$ cat config.mk
export PLATFORM = sky130hd
export DESIGN_NAME = phy_basic_control_register
export DESIGN_NICKNAME = d
export VERILOG_FILES = /design/src/phy_ctrl_pkg.sv /design/src/phy_basic_control_register.sv
export SDC_FILE = /design/constraint.sdc
export NUM_CORES = 1
export LEC_CHECK = 0
export BUFFER_PORTS_ARGS = -buffer_cell sky130_fd_sc_hd__buf_2
export CORE_MARGIN = 3
export CORE_UTILIZATION = 40
export CTS_CLUSTER_DIAMETER = 200
export DETAILED_ROUTE_END_ITERATION = 6
export HOLD_SLACK_MARGIN = 0.12
export PLACE_DENSITY_LB_ADDON = 0.08
export SLEW_MARGIN = 20
export SYNTH_ARGS = -nofsm -noshare
export SYNTH_HDL_FRONTEND = slang
export SYNTH_SLANG_ARGS = --single-unit
$ cat constraint.sdc
create_clock -name i_clock -period 3.3 [get_ports i_clock]
set_input_delay 0.165 -clock i_clock [delete_from_list [all_inputs] [get_ports i_clock]]
set_output_delay 0.165 -clock i_clock [all_outputs]
set_load 0.03 [all_outputs]
$ cat src/phy_ctrl_pkg.sv
// Package with address, field positions, reset values and timing of the basic control register
package phy_ctrl_pkg;
    localparam logic [4:0]  CTRL_ADDR       = 5'h00;
    localparam int          BIT_RESET       = 15;
    localparam int          BIT_LOOPBACK    = 14;
    localparam int          BIT_SPEED       = 13;
    localparam int          BIT_ANEG_EN     = 12;
    localparam int          BIT_PWR_DOWN    = 11;
    localparam int          BIT_ISOLATE     = 10;
    localparam int          BIT_ANEG_RST    = 9;
    localparam int          BIT_DUPLEX      = 8;
    localparam int          BIT_COL_TEST    = 7;
    localparam logic [15:0] CTRL_WR_MASK    = 16'hFF83;
    localparam logic [15:0] CTRL_RESET_BASE = 16'h0000;
    localparam int          CLK_PERIOD_PS   = 5000;
    localparam int          PD_WAKE_NS      = 500;
    localparam int          PD_WAKE_CYCLES  = (PD_WAKE_NS * 1000 + CLK_PERIOD_PS - 1)
                                              / CLK_PERIOD_PS;
    localparam int          CHIP_RST_CYCLES = 4;
endpackage : phy_ctrl_pkg

$ cat src/phy_basic_control_register.sv
// Basic control register at management address zero of a 10/100 transceiver
`timescale 1ns/100ps

module phy_basic_control_register (
    // Clock and reset
    input  wire logic        i_clock,
    input  wire logic        i_rst,
    // Strap pins
    input  wire logic        i_speed_strap_pin,
    input  wire logic        i_autoneg_strap_pin,
    input  wire logic        i_isolate_strap_pin,
    input  wire logic        i_full_duplex_strap_pin,
    // Management register port
    input  wire logic        i_mgmt_wr,
    input  wire logic        i_mgmt_rd,
    input  wire logic [4:0]  i_mgmt_addr,
    input  wire logic [15:0] i_mgmt_wdata,
    output logic      [15:0] o_mgmt_rdata,
    output logic             o_mgmt_rvalid,
    // Core controls
    input  wire logic        i_aneg_restart_taken,
    input  wire logic        i_aneg_speed_100,
    input  wire logic        i_aneg_full_duplex,
    output logic             o_chip_reset,
    output logic             o_speed_100,
    output logic             o_full_duplex,
    output logic             o_aneg_enable,
    output logic             o_aneg_restart,
    output logic             o_power_down,
    output logic             o_pd_wake_busy,
    output logic             o_isolate,
    output logic             o_line_disconnect,
    output logic             o_loop_100,
    output logic             o_loop_10,
    output logic             o_col_test
);

    // ****************************************
    // Strap synchronisers and capture
    // ****************************************
    logic [3:0]  strap_meta_r;
    logic [3:0]  strap_sync_r;
    logic [1:0]  init_cnt_r;
    logic        init_done_r;
    logic [15:0] ctrl_r;
    logic [15:0] ctrl_nxt;
    logic [15:0] strap_val;
    logic [2:0]  rst_cnt_r;
    logic [7:0]  pd_cnt_r;

    always_ff @(posedge i_clock) begin
        strap_meta_r <= {i_speed_strap_pin, i_autoneg_strap_pin,
                         i_isolate_strap_pin, i_full_duplex_strap_pin};
        strap_sync_r <= strap_meta_r;
    end

    wire s_speed  = strap_sync_r[3];
    wire s_aneg   = strap_sync_r[2];
    wire s_iso    = strap_sync_r[1];
    wire s_fdx    = strap_sync_r[0];

    // Default word built from the straps
    always_comb begin
        strap_val                             = phy_ctrl_pkg::CTRL_RESET_BASE;
        strap_val[phy_ctrl_pkg::BIT_SPEED]    = s_speed;
        strap_val[phy_ctrl_pkg::BIT_ANEG_EN]  = s_aneg;
        strap_val[phy_ctrl_pkg::BIT_ISOLATE]  = s_iso;
        strap_val[phy_ctrl_pkg::BIT_ANEG_RST] = s_aneg & s_speed;
        strap_val[phy_ctrl_pkg::BIT_DUPLEX]   = s_fdx;
    end

    // ****************************************
    // Register write logic
    // ****************************************
    wire hit_wr      = i_mgmt_wr && (i_mgmt_addr == phy_ctrl_pkg::CTRL_ADDR);
    wire rst_req     = hit_wr && i_mgmt_wdata[phy_ctrl_pkg::BIT_RESET];
    wire rst_active  = (rst_cnt_r != 3'h0);
    wire pd_cleared  = ctrl_r[phy_ctrl_pkg::BIT_PWR_DOWN] && hit_wr
                       && !i_mgmt_wdata[phy_ctrl_pkg::BIT_PWR_DOWN];
    wire rst_restart = ctrl_r[phy_ctrl_pkg::BIT_ANEG_RST] && i_aneg_restart_taken;

    always_comb begin
        ctrl_nxt = ctrl_r;
        if (hit_wr) begin
            ctrl_nxt = i_mgmt_wdata & phy_ctrl_pkg::CTRL_WR_MASK;
            ctrl_nxt[phy_ctrl_pkg::BIT_RESET] = 1'b0;
            ctrl_nxt[phy_ctrl_pkg::BIT_ANEG_RST] =
                i_mgmt_wdata[phy_ctrl_pkg::BIT_ANEG_RST] | ctrl_r[phy_ctrl_pkg::BIT_ANEG_RST];
        end
        if (rst_restart && !(hit_wr && i_mgmt_wdata[phy_ctrl_pkg::BIT_ANEG_RST])) begin
            ctrl_nxt[phy_ctrl_pkg::BIT_ANEG_RST] = 1'b0;
        end
    end

    always_ff @(posedge i_clock) begin
        if (i_rst) begin
            init_cnt_r  <= 2'h0;
            init_done_r <= 1'b0;
            ctrl_r      <= phy_ctrl_pkg::CTRL_RESET_BASE;
        end else if (!init_done_r || rst_active) begin
            init_cnt_r  <= init_cnt_r + 2'h1;
            init_done_r <= (init_cnt_r == 2'h3);
            ctrl_r      <= strap_val;
        end else begin
            ctrl_r      <= ctrl_nxt;
        end
    end

    // Chip reset pulse counter
    always_ff @(posedge i_clock) begin
        if (i_rst) begin
            rst_cnt_r <= 3'h0;
        end else if (rst_req && init_done_r && !rst_active) begin
            rst_cnt_r <= 3'(phy_ctrl_pkg::CHIP_RST_CYCLES);
        end else if (rst_active) begin
            rst_cnt_r <= rst_cnt_r - 3'h1;
        end
    end

    // Power-down wake window during which writes are not safe
    always_ff @(posedge i_clock) begin
        if (i_rst) begin
            pd_cnt_r <= 8'h00;
        end else if (pd_cleared && init_done_r && !rst_active) begin
            pd_cnt_r <= 8'(phy_ctrl_pkg::PD_WAKE_CYCLES);
        end else if (pd_cnt_r != 8'h00) begin
            pd_cnt_r <= pd_cnt_r - 8'h01;
        end
    end

    // ****************************************
    // Derived controls and readback
    // ****************************************
    wire aneg      = ctrl_r[phy_ctrl_pkg::BIT_ANEG_EN];
    wire loop      = ctrl_r[phy_ctrl_pkg::BIT_LOOPBACK];
    wire spd_nxt   = aneg ? i_aneg_speed_100 : ctrl_r[phy_ctrl_pkg::BIT_SPEED];
    wire fdx_nxt   = aneg ? i_aneg_full_duplex : ctrl_r[phy_ctrl_pkg::BIT_DUPLEX];
    wire hit_rd    = i_mgmt_rd && (i_mgmt_addr == phy_ctrl_pkg::CTRL_ADDR);

    always_ff @(posedge i_clock) begin
        if (i_rst) begin
            o_chip_reset      <= 1'b0;
            o_speed_100       <= 1'b0;
            o_full_duplex     <= 1'b0;
            o_aneg_enable     <= 1'b0;
            o_aneg_restart    <= 1'b0;
            o_power_down      <= 1'b0;
            o_pd_wake_busy    <= 1'b0;
            o_isolate         <= 1'b0;
            o_line_disconnect <= 1'b0;
            o_loop_100        <= 1'b0;
            o_loop_10         <= 1'b0;
            o_col_test        <= 1'b0;
            o_mgmt_rdata      <= 16'h0000;
            o_mgmt_rvalid     <= 1'b0;
        end else begin
            o_chip_reset      <= rst_active;
            o_speed_100       <= spd_nxt;
            o_full_duplex     <= fdx_nxt;
            o_aneg_enable     <= aneg;
            o_aneg_restart    <= aneg && ctrl_r[phy_ctrl_pkg::BIT_ANEG_RST];
            o_power_down      <= ctrl_r[phy_ctrl_pkg::BIT_PWR_DOWN];
            o_pd_wake_busy    <= (pd_cnt_r != 8'h00);
            o_isolate         <= ctrl_r[phy_ctrl_pkg::BIT_ISOLATE];
            o_line_disconnect <= loop && spd_nxt;
            o_loop_100        <= loop && spd_nxt;
            o_loop_10         <= loop && !spd_nxt;
            o_col_test        <= loop && ctrl_r[phy_ctrl_pkg::BIT_COL_TEST];
            o_mgmt_rdata      <= hit_rd ? ctrl_r : 16'h0000;
            o_mgmt_rvalid     <= i_mgmt_rd;
        end
    end
endmodule : phy_basic_control_register

Yosys cells after proc, flatten, opt, wreduce, memory -nomap -nowiden

Index checks and enable logic that the tools add are counted.

Output and inout bits: 29
Bits in registers: 54
Word-level logic and storage cells: 73
Input bits: 32

Bitwise operators: 3
Add/subtract/negate cells: 3
Reductions and logical operators: 33
Eq/ne operators: 1
Multiplexer cells: 9

Operator list:

| operator                                                           | count |
|---|---|
| 14-bit two-way mux                                                 | 2 |
| 1-bit logical AND                                                  | 16 |
| 7-bit two-way mux                                                  | 2 |
| 8-bit nonzero test                                                 | 1 |
| 2-bit OR reduction                                                 | 4 |
| 8-bit by 1-bit subtractor with 8-bit output, second input constant | 1 |
| 3-bit two-way mux                                                  | 2 |
| 2-bit nonzero test                                                 | 3 |
| 3-bit nonzero test                                                 | 2 |
| 1-bit logical NOT                                                  | 5 |
| 5-bit logical NOT                                                  | 1 |
| 1-bit two-way mux                                                  | 3 |
| 3-bit by 1-bit subtractor with 3-bit output, second input constant | 1 |
| 2-bit by 1-bit adder with 2-bit output, second input constant      | 1 |
| 2-bit == test, second input constant                               | 1 |
| 1-bit AND                                                          | 1 |
| 1-bit logical OR                                                   | 1 |
| 1-bit inverter                                                     | 1 |
| 1-bit OR                                                           | 1 |

Longest topological paths before layout

Gate-level depths: netlist (run 1).

Depth after elaboration: 7
Gate-level depth with buffers: 6
Gate-level depth less buffers: 5

Least setup slack after synthesis (run 1)

No wires, ideal clock.

Kind: flip-flop to flip-flop
Start point: register pd_cnt_r[0]
End point: register pd_cnt_r[5]
Library setup time: 130 ps
Required time: 3170 ps
Data arrival time: 1471 ps
Stages on the path, launching flop included: 7
Clock period less this slack: 1601 ps
Path slack: 1699 ps
Buffers on the path: 1
Cell sequence: dfxtp_1 inv_1 ha_1 or3b_2 clkbuf_1 o2111ai_1 o211ai_2

Word-level cells in the longest chain between the ends: 3
Elaborated cells on any way between the ends: 5
Those cells by class: add/sub (1); mux (2); reduce/logical (2)

RTL lines:

| element                                     | RTL line                          | source |
|---|---|---|
| from (decl)                                 | phy_basic_control_register.sv:49  | `logic [7:0] pd_cnt_r;` |
| from (signal assigned)                      | phy_basic_control_register.sv:125 | `pd_cnt_r <= 8'(phy_ctrl_pkg::PD_WAKE_CYCLES);` |
| from (signal assigned)                      | phy_basic_control_register.sv:127 | `pd_cnt_r <= pd_cnt_r - 8'h01;` |
| 8-bit by 1-bit subtractor with 8-bit output | phy_basic_control_register.sv:127 |  |
| 7-bit two-way mux                           | phy_basic_control_register.sv:126 | `end else if (pd_cnt_r != 8'h00) begin` |
| 7-bit two-way mux                           | phy_basic_control_register.sv:124 | `end else if (pd_cleared && init_done_r && !rst_active) begin` |

Parallel ways exist; a longest one is shown, timed or not. The select of a mux whose other input is x is not followed.
A chain may end at the register's enable or synchronous reset.

Worst setup path after layout (run 1)

Start point: register rst_cnt_r[0]
End point: register pd_cnt_r[0]

Word-level cells in the longest chain between the ends: 4

RTL lines:

| element                             | RTL line                          | source |
|---|---|---|
| from (decl)                         | phy_basic_control_register.sv:48  | `logic [2:0] rst_cnt_r;` |
| from (signal assigned)              | phy_basic_control_register.sv:114 | `rst_cnt_r <= 3'(phy_ctrl_pkg::CHIP_RST_CYCLES);` |
| from (signal assigned)              | phy_basic_control_register.sv:116 | `rst_cnt_r <= rst_cnt_r - 3'h1;` |
| 3-bit nonzero test                  | phy_basic_control_register.sv:77  | `wire rst_active = (rst_cnt_r != 3'h0);` |
| 1-bit logical NOT                   | phy_basic_control_register.sv:124 |  |
| 1-bit logical AND                   | phy_basic_control_register.sv:124 |  |
| 2-bit OR reduction (no source line) | n/a                               |  |

No other way between the ends.

==> impl_metrics.yaml, run 1 <==
status:
  status: "complete, no violations"
die:
  coreArea_um2: 4750
  rows: 25
  fp.dieArea_um2: 5860
  floorplan.die.height_um: 76.5
  initial_utilization_pct: 41.9
  io-pin-count: 61
  die-width_um: 76.5
cts:
  clock_tree.htree_level_count: 2
  cts_num_sinks: 54
  clk_pin_slew_ns: 0.09
  clk_latency_ns: 0.30
  postCtsSetupBuffers: 0
  cts_max_path_buffers: 2
  cts.root.buffer_cell: "sky130_fd_sc_hd__clkbuf_8"
  cts_bufs_inserted: 5
  cts_tree: "done"
layout:
  layout-drive-gt1-share_pct: 24.8
  multi_input_comb_area_um2: 822
  layout-area-overhead-vs-synth_pct: 22.4
  design.final.nets: 289
  layout.cells.most_common: "sky130_fd_sc_hd__dfxtp_1"
  layout_common_cells: "sky130_fd_sc_hd__dfxtp_1, sky130_fd_sc_hd__buf_2, sky130_fd_sc_hd__o21ai_0"
  antenna-diode-count: 0
  regArea_um2: 1080
  fillCellCount: 463
  post-route-util_pct: 51.3
setup_path:
  timing.critical_path.to_type: "register"
  timing.critical_path.buf_inv: 1
  critical_path_peak_fanout: 6
  cp_data_required_time_ns: 3.47
  crit_slowest_cell: "sky130_fd_sc_hd__o41ai_1"
  critPathMaxStageDelay_ns: 0.71
  timing.critical_path.cells: "inv_1, ha_1, nand3b_1, o41ai_1, nor3b_1"
  setup.worst_path.start_class: "register"
  timing.setup.critical_path_class: "reg2reg"
  critical_path.top_delay_family: "compound AO/OA/AOI/OAI gates"
  arrival_ns: 1.96
routing:
  route.vias.total: 1551
  post_drt_wl_per_cell_um: 12.8
  first_iter_violations: 107
  vias_per_cell: 4.83
  detail-route-antenna-nets: 0
  detail_route.drc_violations: 0
  totalWireLength_um: 4110
  drt_first_pass_iters: 4
synthesis:
  yosysSeqAreaShare_pct: 54.3
  mappedNetlistArea_um2: 1990
  yosys_most_used_dff: "sky130_fd_sc_hd__dfxtp_1"
  syn_area_per_cell_um2: 9.95
  count_of_state_elements_after_synthesis: 54
  number_of_enable_type_register_cells_in_the_synthesized_netlist: 0
  synth_cell_type_count: 40
  postSynth.asyncResetShare_pct: 0
  postSynthCellCount: 200
  synthesis.yosys.warnings: 0
placed_design:
  placement.io_buffers: 49
  finalWeightedCongestion: 0.756
  hpwl_um: 2790
power_and_ir_drop:
  pwr_density_cell_nw_per_um2: 637
  fin_total_pwr_mw: 1.55
  power.static_leakage_nw: 1.04
  peak_ir_drop_on_the_vdd_network_mv: 0.347
min_path:
  hold_class: "in2reg"
sta:
  drv_slew: 0
  worst-slew-pin-transition_ns: 1.01
  fin_crit_sh_pct: 54.4
  hold_ws_ns: 0.134
  tns_setup_ns: 0
  achievable-frequency_mhz: 557
  setup_viol: 0
  period_needed_ns: 1.80
  clock_skew_after_layout_ns: 0.00680
  rsz0062_at_grt: "false"
  timing.slew.headroom_pct: 32.4
  report.final.hold_viol_count: 0
global_routing:
  grt_pass1_wl_um: 7000
  grt_usage_pct: 14.8
  grt_antenna_before_repair: 0
  globalRouteOverflowTotal: 0
  pin_count_of_the_biggest_net_entering_global_routing: 21
  via_count_of_the_first_global_routing_pass: 1432
flow_run:
  max_cap_violations: 0
==> through the flow <==
| step | instance area, um^2 | setup WS, ns | instances |
|---|---|---|---|
| detailed placement | 2250 | 1.45 | 303 |
| CTS | 2440 | 1.48 | 321 |
| floorplan | 2010 | 1.70 | 205 |
| finish | 2440 | 1.50 | 321 |
| global placement | 2250 | 1.46 | 303 |
| global route | 2440 | 1.38 | 321 |
==> state kept, by name, indices dropped and copies added (netlist names), 2 cells and up <==
signal,count
init_cnt_r,2
strap_meta_r,4
o_mgmt_rdata,10
pd_cnt_r,8
ctrl_r,10
rst_cnt_r,3
strap_sync_r,4
==> what timing repair did <==
item                                   4_1_cts  5_1_grt
hold buffers                                10        0
endpoints found under the hold margin       10        0
gates resized for setup                      0        0
==> path summary, 6_finish.rpt <==
check	depth (start not counted)	end	slack [ns]	start
max	5	pd_cnt_r[0]	1.50	rst_cnt_r[0]
min	3	ctrl_r[12]	0.13	i_mgmt_wdata[12]
max reg2reg	5	pd_cnt_r[0]	1.50	rst_cnt_r[0]
min reg2reg	0	strap_sync_r[1]	0.33	strap_meta_r[1]
==> cell usage after synthesis, types with 2 or more instances <==
| master | count | area (um^2) |
|---|---|---|
| sky130_fd_sc_hd__dfxtp_1 | 54 | 1080 |
| sky130_fd_sc_hd__o21ai_0 | 15 | 75.1 |
| sky130_fd_sc_hd__and2_1 | 12 | 75.1 |
| sky130_fd_sc_hd__clkbuf_1 | 11 | 41.3 |
| sky130_fd_sc_hd__nor2_1 | 10 | 37.5 |
| sky130_fd_sc_hd__a21oi_1 | 9 | 45.0 |
| sky130_fd_sc_hd__nand3_1 | 9 | 45.0 |
| sky130_fd_sc_hd__buf_4 | 7 | 52.6 |
| sky130_fd_sc_hd__nor2b_1 | 6 | 37.5 |
| sky130_fd_sc_hd__a31oi_1 | 5 | 31.3 |
| sky130_fd_sc_hd__inv_1 | 5 | 18.8 |
| sky130_fd_sc_hd__nor3_1 | 5 | 25.0 |
| sky130_fd_sc_hd__ha_1 | 4 | 50.1 |
| sky130_fd_sc_hd__nand2_1 | 4 | 15.0 |
| sky130_fd_sc_hd__nor3b_1 | 4 | 30.0 |
| sky130_fd_sc_hd__nor4_1 | 4 | 25.0 |
| sky130_fd_sc_hd__nand2b_1 | 3 | 18.8 |
| sky130_fd_sc_hd__o31ai_1 | 3 | 22.5 |
| sky130_fd_sc_hd__xnor2_1 | 3 | 26.3 |
| sky130_fd_sc_hd__and3_1 | 2 | 12.5 |
| sky130_fd_sc_hd__mux2i_1 | 2 | 20.0 |
| sky130_fd_sc_hd__nand4b_1 | 2 | 17.5 |
| sky130_fd_sc_hd__o41ai_1 | 2 | 17.5 |
| sky130_fd_sc_hd__or4_1 | 2 | 15.0 |
| sky130_fd_sc_hd__or4_4 | 2 | 22.5 |
==> layer usage <==
layer / track usage, % / wire, um / vias up
met3: 4.73 / 266 / 4
li1: - / - / 799
met4: 4.53 / 40 / 0
met1: 21.8 / 2080 / 685
met5: 0 / 0 / -
met2: 20.5 / 1730 / 63
==> worst register-to-register path: cells and delay by family (launching register included) <==
family	cells	cell delay [ns]
AND/OR/NAND/NOR	2	0.34
AO/OA/AOI/OAI	1	0.71
flip-flops	1	0.33
buffers and inverters	1	0.08
adder cells (fa/ha/maj)	1	0.21
==> cell families (layout without fill, tap and decap cells) <==
group	after synthesis	in the layout	synth area share [%]
AO/OA/AOI/OAI	40	40	12.3
XOR/XNOR	4	4	1.76
adder cells (fa/ha/maj)	4	4	2.51
buffers and inverters	23	72	5.66
flip-flops	54	54	54.3
multiplexers	3	3	1.57
other	1	6	0.188
AND/OR/NAND/NOR	71	71	21.7
==> report_power, final <==
part | leakage, nW | total [mW] | internal, mW | switching (mW)
clock network | 0.0452 | 0.356 | 0.150 | 0.206
logic | 0.546 | 0.406 | 0.183 | 0.223
registers | 0.444 | 0.789 | 0.729 | 0.0601
==> area by class of cell <==
type	count	share of cell area [%]
well taps	67	3.44
flip-flops and latches	54	44.4
clock inverters	2	0.565
repair buffers	59	14.2
inverters	5	0.770
multi-input cells	128	33.7
clock buffers	6	2.98
(Power assumes the default switching activity.)
==> inputs of run 2 (changes only) <==
Settings changed: ABC_AREA set to 1.
Clock period 3.3 ns to 1.6 ns, I/O delays scaled along.
==> impl_metrics.yaml, run 2 <==
synthesis:
  synth_top_cell_by_area: "sky130_fd_sc_hd__dfxtp_1"
  postSynth.asyncResetShare_pct: 0
  number_of_enable_type_register_cells_in_the_synthesized_netlist: 0
  mappedNetlistArea_um2: 2060
  synth_cell_type_count: 27
  count_of_state_elements_after_synthesis: 54
  yosysSeqAreaShare_pct: 52.4
  postSynthCellCount: 245
  syn_area_per_cell_um2: 8.43
  synthesis.yosys.warnings: 0
  yosys_most_used_dff: "sky130_fd_sc_hd__dfxtp_1"
  post-synth-top-count-cell: "sky130_fd_sc_hd__dfxtp_1"
  synthTopCellsByArea: "sky130_fd_sc_hd__dfxtp_1, sky130_fd_sc_hd__nand2_1, sky130_fd_sc_hd__nor2_1, sky130_fd_sc_hd__inv_1, sky130_fd_sc_hd__a21oi_1"
  synth_top_area_share_pct: 52.4
  netlist_top_cells_count: "sky130_fd_sc_hd__dfxtp_1, sky130_fd_sc_hd__nand2_1, sky130_fd_sc_hd__nor2_1"
global_routing:
  grt_usage_pct: 14.5
  pin_count_of_the_biggest_net_entering_global_routing: 18
  via_count_of_the_first_global_routing_pass: 1552
  globalRouteOverflowTotal: 0
  grt_antenna_before_repair: 0
  grt_pass1_wl_um: 7060
layout:
  design.final.nets: 348
  layout.cells.most_common: "sky130_fd_sc_hd__dfxtp_1"
  layout-drive-gt1-share_pct: 26.0
  antenna-diode-count: 0
  reg.largest.list: "ctrl_r: 10 flops, o_mgmt_rdata: 10 flops, pd_cnt_r: 8 flops"
  fin_area_um2: 2600
  layout-area-overhead-vs-synth_pct: 25.9
  layout_common_cells: "sky130_fd_sc_hd__dfxtp_1, sky130_fd_sc_hd__buf_2, sky130_fd_sc_hd__nand2_1"
die:
  rows: 25
  die-width_um: 77.8
  initial_utilization_pct: 42.6
  floorplan.die.height_um: 77.8
  coreArea_um2: 4850
  fp.dieArea_um2: 6060
  io-pin-count: 61
setup_path:
  timing.critical_path.to_type: "register"
  timing.critical_path.cells: "inv_1, ha_1, nand3_4, inv_4, nand2_2, nor2_4, inv_2, nand2_1, nor2_1"
  arrival_ns: 1.58
  timing.setup.critical_path_class: "reg2reg"
  crit_slowest_cell: "sky130_fd_sc_hd__dfxtp_1"
  cp_data_required_time_ns: 1.80
  critical_path_peak_fanout: 10
  setup.worst_path.start_class: "register"
  critical_path.top_delay_family: "simple AND/OR/NAND/NOR gates"
  critPathMaxStageDelay_ns: 0.31
  timing.critical_path.buf_inv: 3
sta:
  achievable-frequency_mhz: 724
  period_needed_ns: 1.38
  fin_crit_sh_pct: 86.3
  rsz0062_at_grt: "false"
  report.final.hold_viol_count: 0
  hold_ws_ns: 0.135
  fin_ws_ns: 0.219
  setup_viol: 0
  tns_setup_ns: 0
  clock_skew_after_layout_ns: 0.00658
  drv_slew: 0
routing:
  post_drt_wl_per_cell_um: 10.6
  route.vias.total: 1635
  detail-route-antenna-nets: 0
  first_iter_violations: 88
  drt_first_pass_iters: 4
  vias_per_cell: 4.31
  totalWireLength_um: 4030
  detail_route.drc_violations: 0
power_and_ir_drop:
  peak_ir_drop_on_the_vdd_network_mv: 0.557
  power.static_leakage_nw: 1.22
  fin_total_pwr_mw: 3.51
  pwr_density_cell_nw_per_um2: 1350
cts:
  clk_latency_ns: 0.30
  cts_bufs_inserted: 5
  clock_tree.htree_level_count: 2
  cts_max_path_buffers: 2
  clk_pin_slew_ns: 0.10
  cts_tree: "done"
  cts_num_sinks: 54
  cts.repair.resized: 0
  cts.root.buffer_cell: "sky130_fd_sc_hd__clkbuf_8"
placed_design:
  finalWeightedCongestion: 0.748
  dp_worst_setup_slack_ns: 0.209
  hpwl_um: 2860
  placement.io_buffers: 49
  placement.cell_area_um2: 2340
min_path:
  hold_class: "in2reg"
flow_run:
  max_cap_violations: 0
status:
  status: "complete, no violations"
-- run 2: cell types whose count changed in the layout (fill, tap and decap cells not counted), moves of 7 or more --
cell                      before  now
sky130_fd_sc_hd__nand2_1       4   40
sky130_fd_sc_hd__nor2_2        0    7
sky130_fd_sc_hd__nor2_1       10   39
sky130_fd_sc_hd__inv_1         5   26
sky130_fd_sc_hd__and2_1       12    0
-- run 2: worst reg2reg max path, stage by stage, from the launching register on --
cell                      delay [ns]
sky130_fd_sc_hd__dfxtp_1        0.31
sky130_fd_sc_hd__inv_1          0.09
sky130_fd_sc_hd__ha_1           0.22
sky130_fd_sc_hd__nand3_4        0.10
sky130_fd_sc_hd__inv_4          0.12
sky130_fd_sc_hd__nand2_2        0.08
sky130_fd_sc_hd__nor2_4         0.11
sky130_fd_sc_hd__inv_2          0.07
sky130_fd_sc_hd__nand2_1        0.12
sky130_fd_sc_hd__nor2_1         0.05
-- run 2: kinds of logic (layout without fill, tap and decap cells) --
| kind of cell | after synthesis | count (layout) | synth area share [%] |
|---|---|---|---|
| buffers and inverters | 42 | 104 | 9.88 |
| DFF | 54 | 54 | 52.4 |
| and+or+nand+nor | 111 | 111 | 26.4 |
| AOI/OAI and AO/OA | 30 | 30 | 7.52 |
| xor gates and xnor gates | 3 | 3 | 1.27 |
| adders and majority gates | 4 | 4 | 2.42 |
| other | 1 | 6 | 0.182 |
-- run 2: final timing paths --
check | from | slack [ns] | depth (start not counted) | end
max | rst_cnt_r[0] | 0.22 | 9 | pd_cnt_r[3]
min | i_mgmt_wdata[12] | 0.14 | 5 | ctrl_r[12]
max reg2reg | rst_cnt_r[0] | 0.22 | 9 | pd_cnt_r[3]
min reg2reg | strap_meta_r[0] | 0.33 | 0 | strap_sync_r[0]
-- run 2: metal layers --
metal | share of wire (%) | wire, um | up-vias | global-route usage, %
met5 | 0 | 0 | - | 0
li1 | - | - | 883 | -
met3 | 4.6 | 186 | 6 | 3.48
met1 | 47 | 1890 | 710 | 18.5
met2 | 47 | 1900 | 36 | 24.2
met4 | 1.1 | 44 | 0 | 4.27
-- run 2: final cells by class --
cell class | count | area (um^2)
multi-input combinational | 154 | 798
inverter | 31 | 119
clock inverter | 2 | 38.8
sequential | 54 | 1080
clock buffer | 5 | 68.8
timing repair buffer | 66 | 410
fill | 478 | 2250
tap | 67 | 83.8
-- run 2: repair_timing --
item	CTS	global route
buffers inserted	0	0
hold buffers	15	0
hold endpoints to repair	14	0
endpoints found under the setup margin	0	0
-- run 2: report_power, final --
| part | leakage, nW | switching (mW) | total (mW) | internal, mW |
|---|---|---|---|---|
| registers | 0.444 | 0.0876 | 1.59 | 1.51 |
| logic | 0.723 | 0.644 | 1.02 | 0.380 |
| clock network | 0.0542 | 0.429 | 0.890 | 0.461 |
| total | 1.22 | 1.16 | 3.51 | 2.35 |
-- run 2: metrics by stage --
| step | instances | util (%) |
|---|---|---|
| 2_1_floorplan | 250 | - |
| 3_3_place_gp | 357 | 48.3 |
| 3_5_place_dp | 357 | 48.3 |
| 4_1_cts | 379 | 53.6 |
| 5_1_grt | 379 | 53.6 |
| 6_report | 379 | 53.6 |
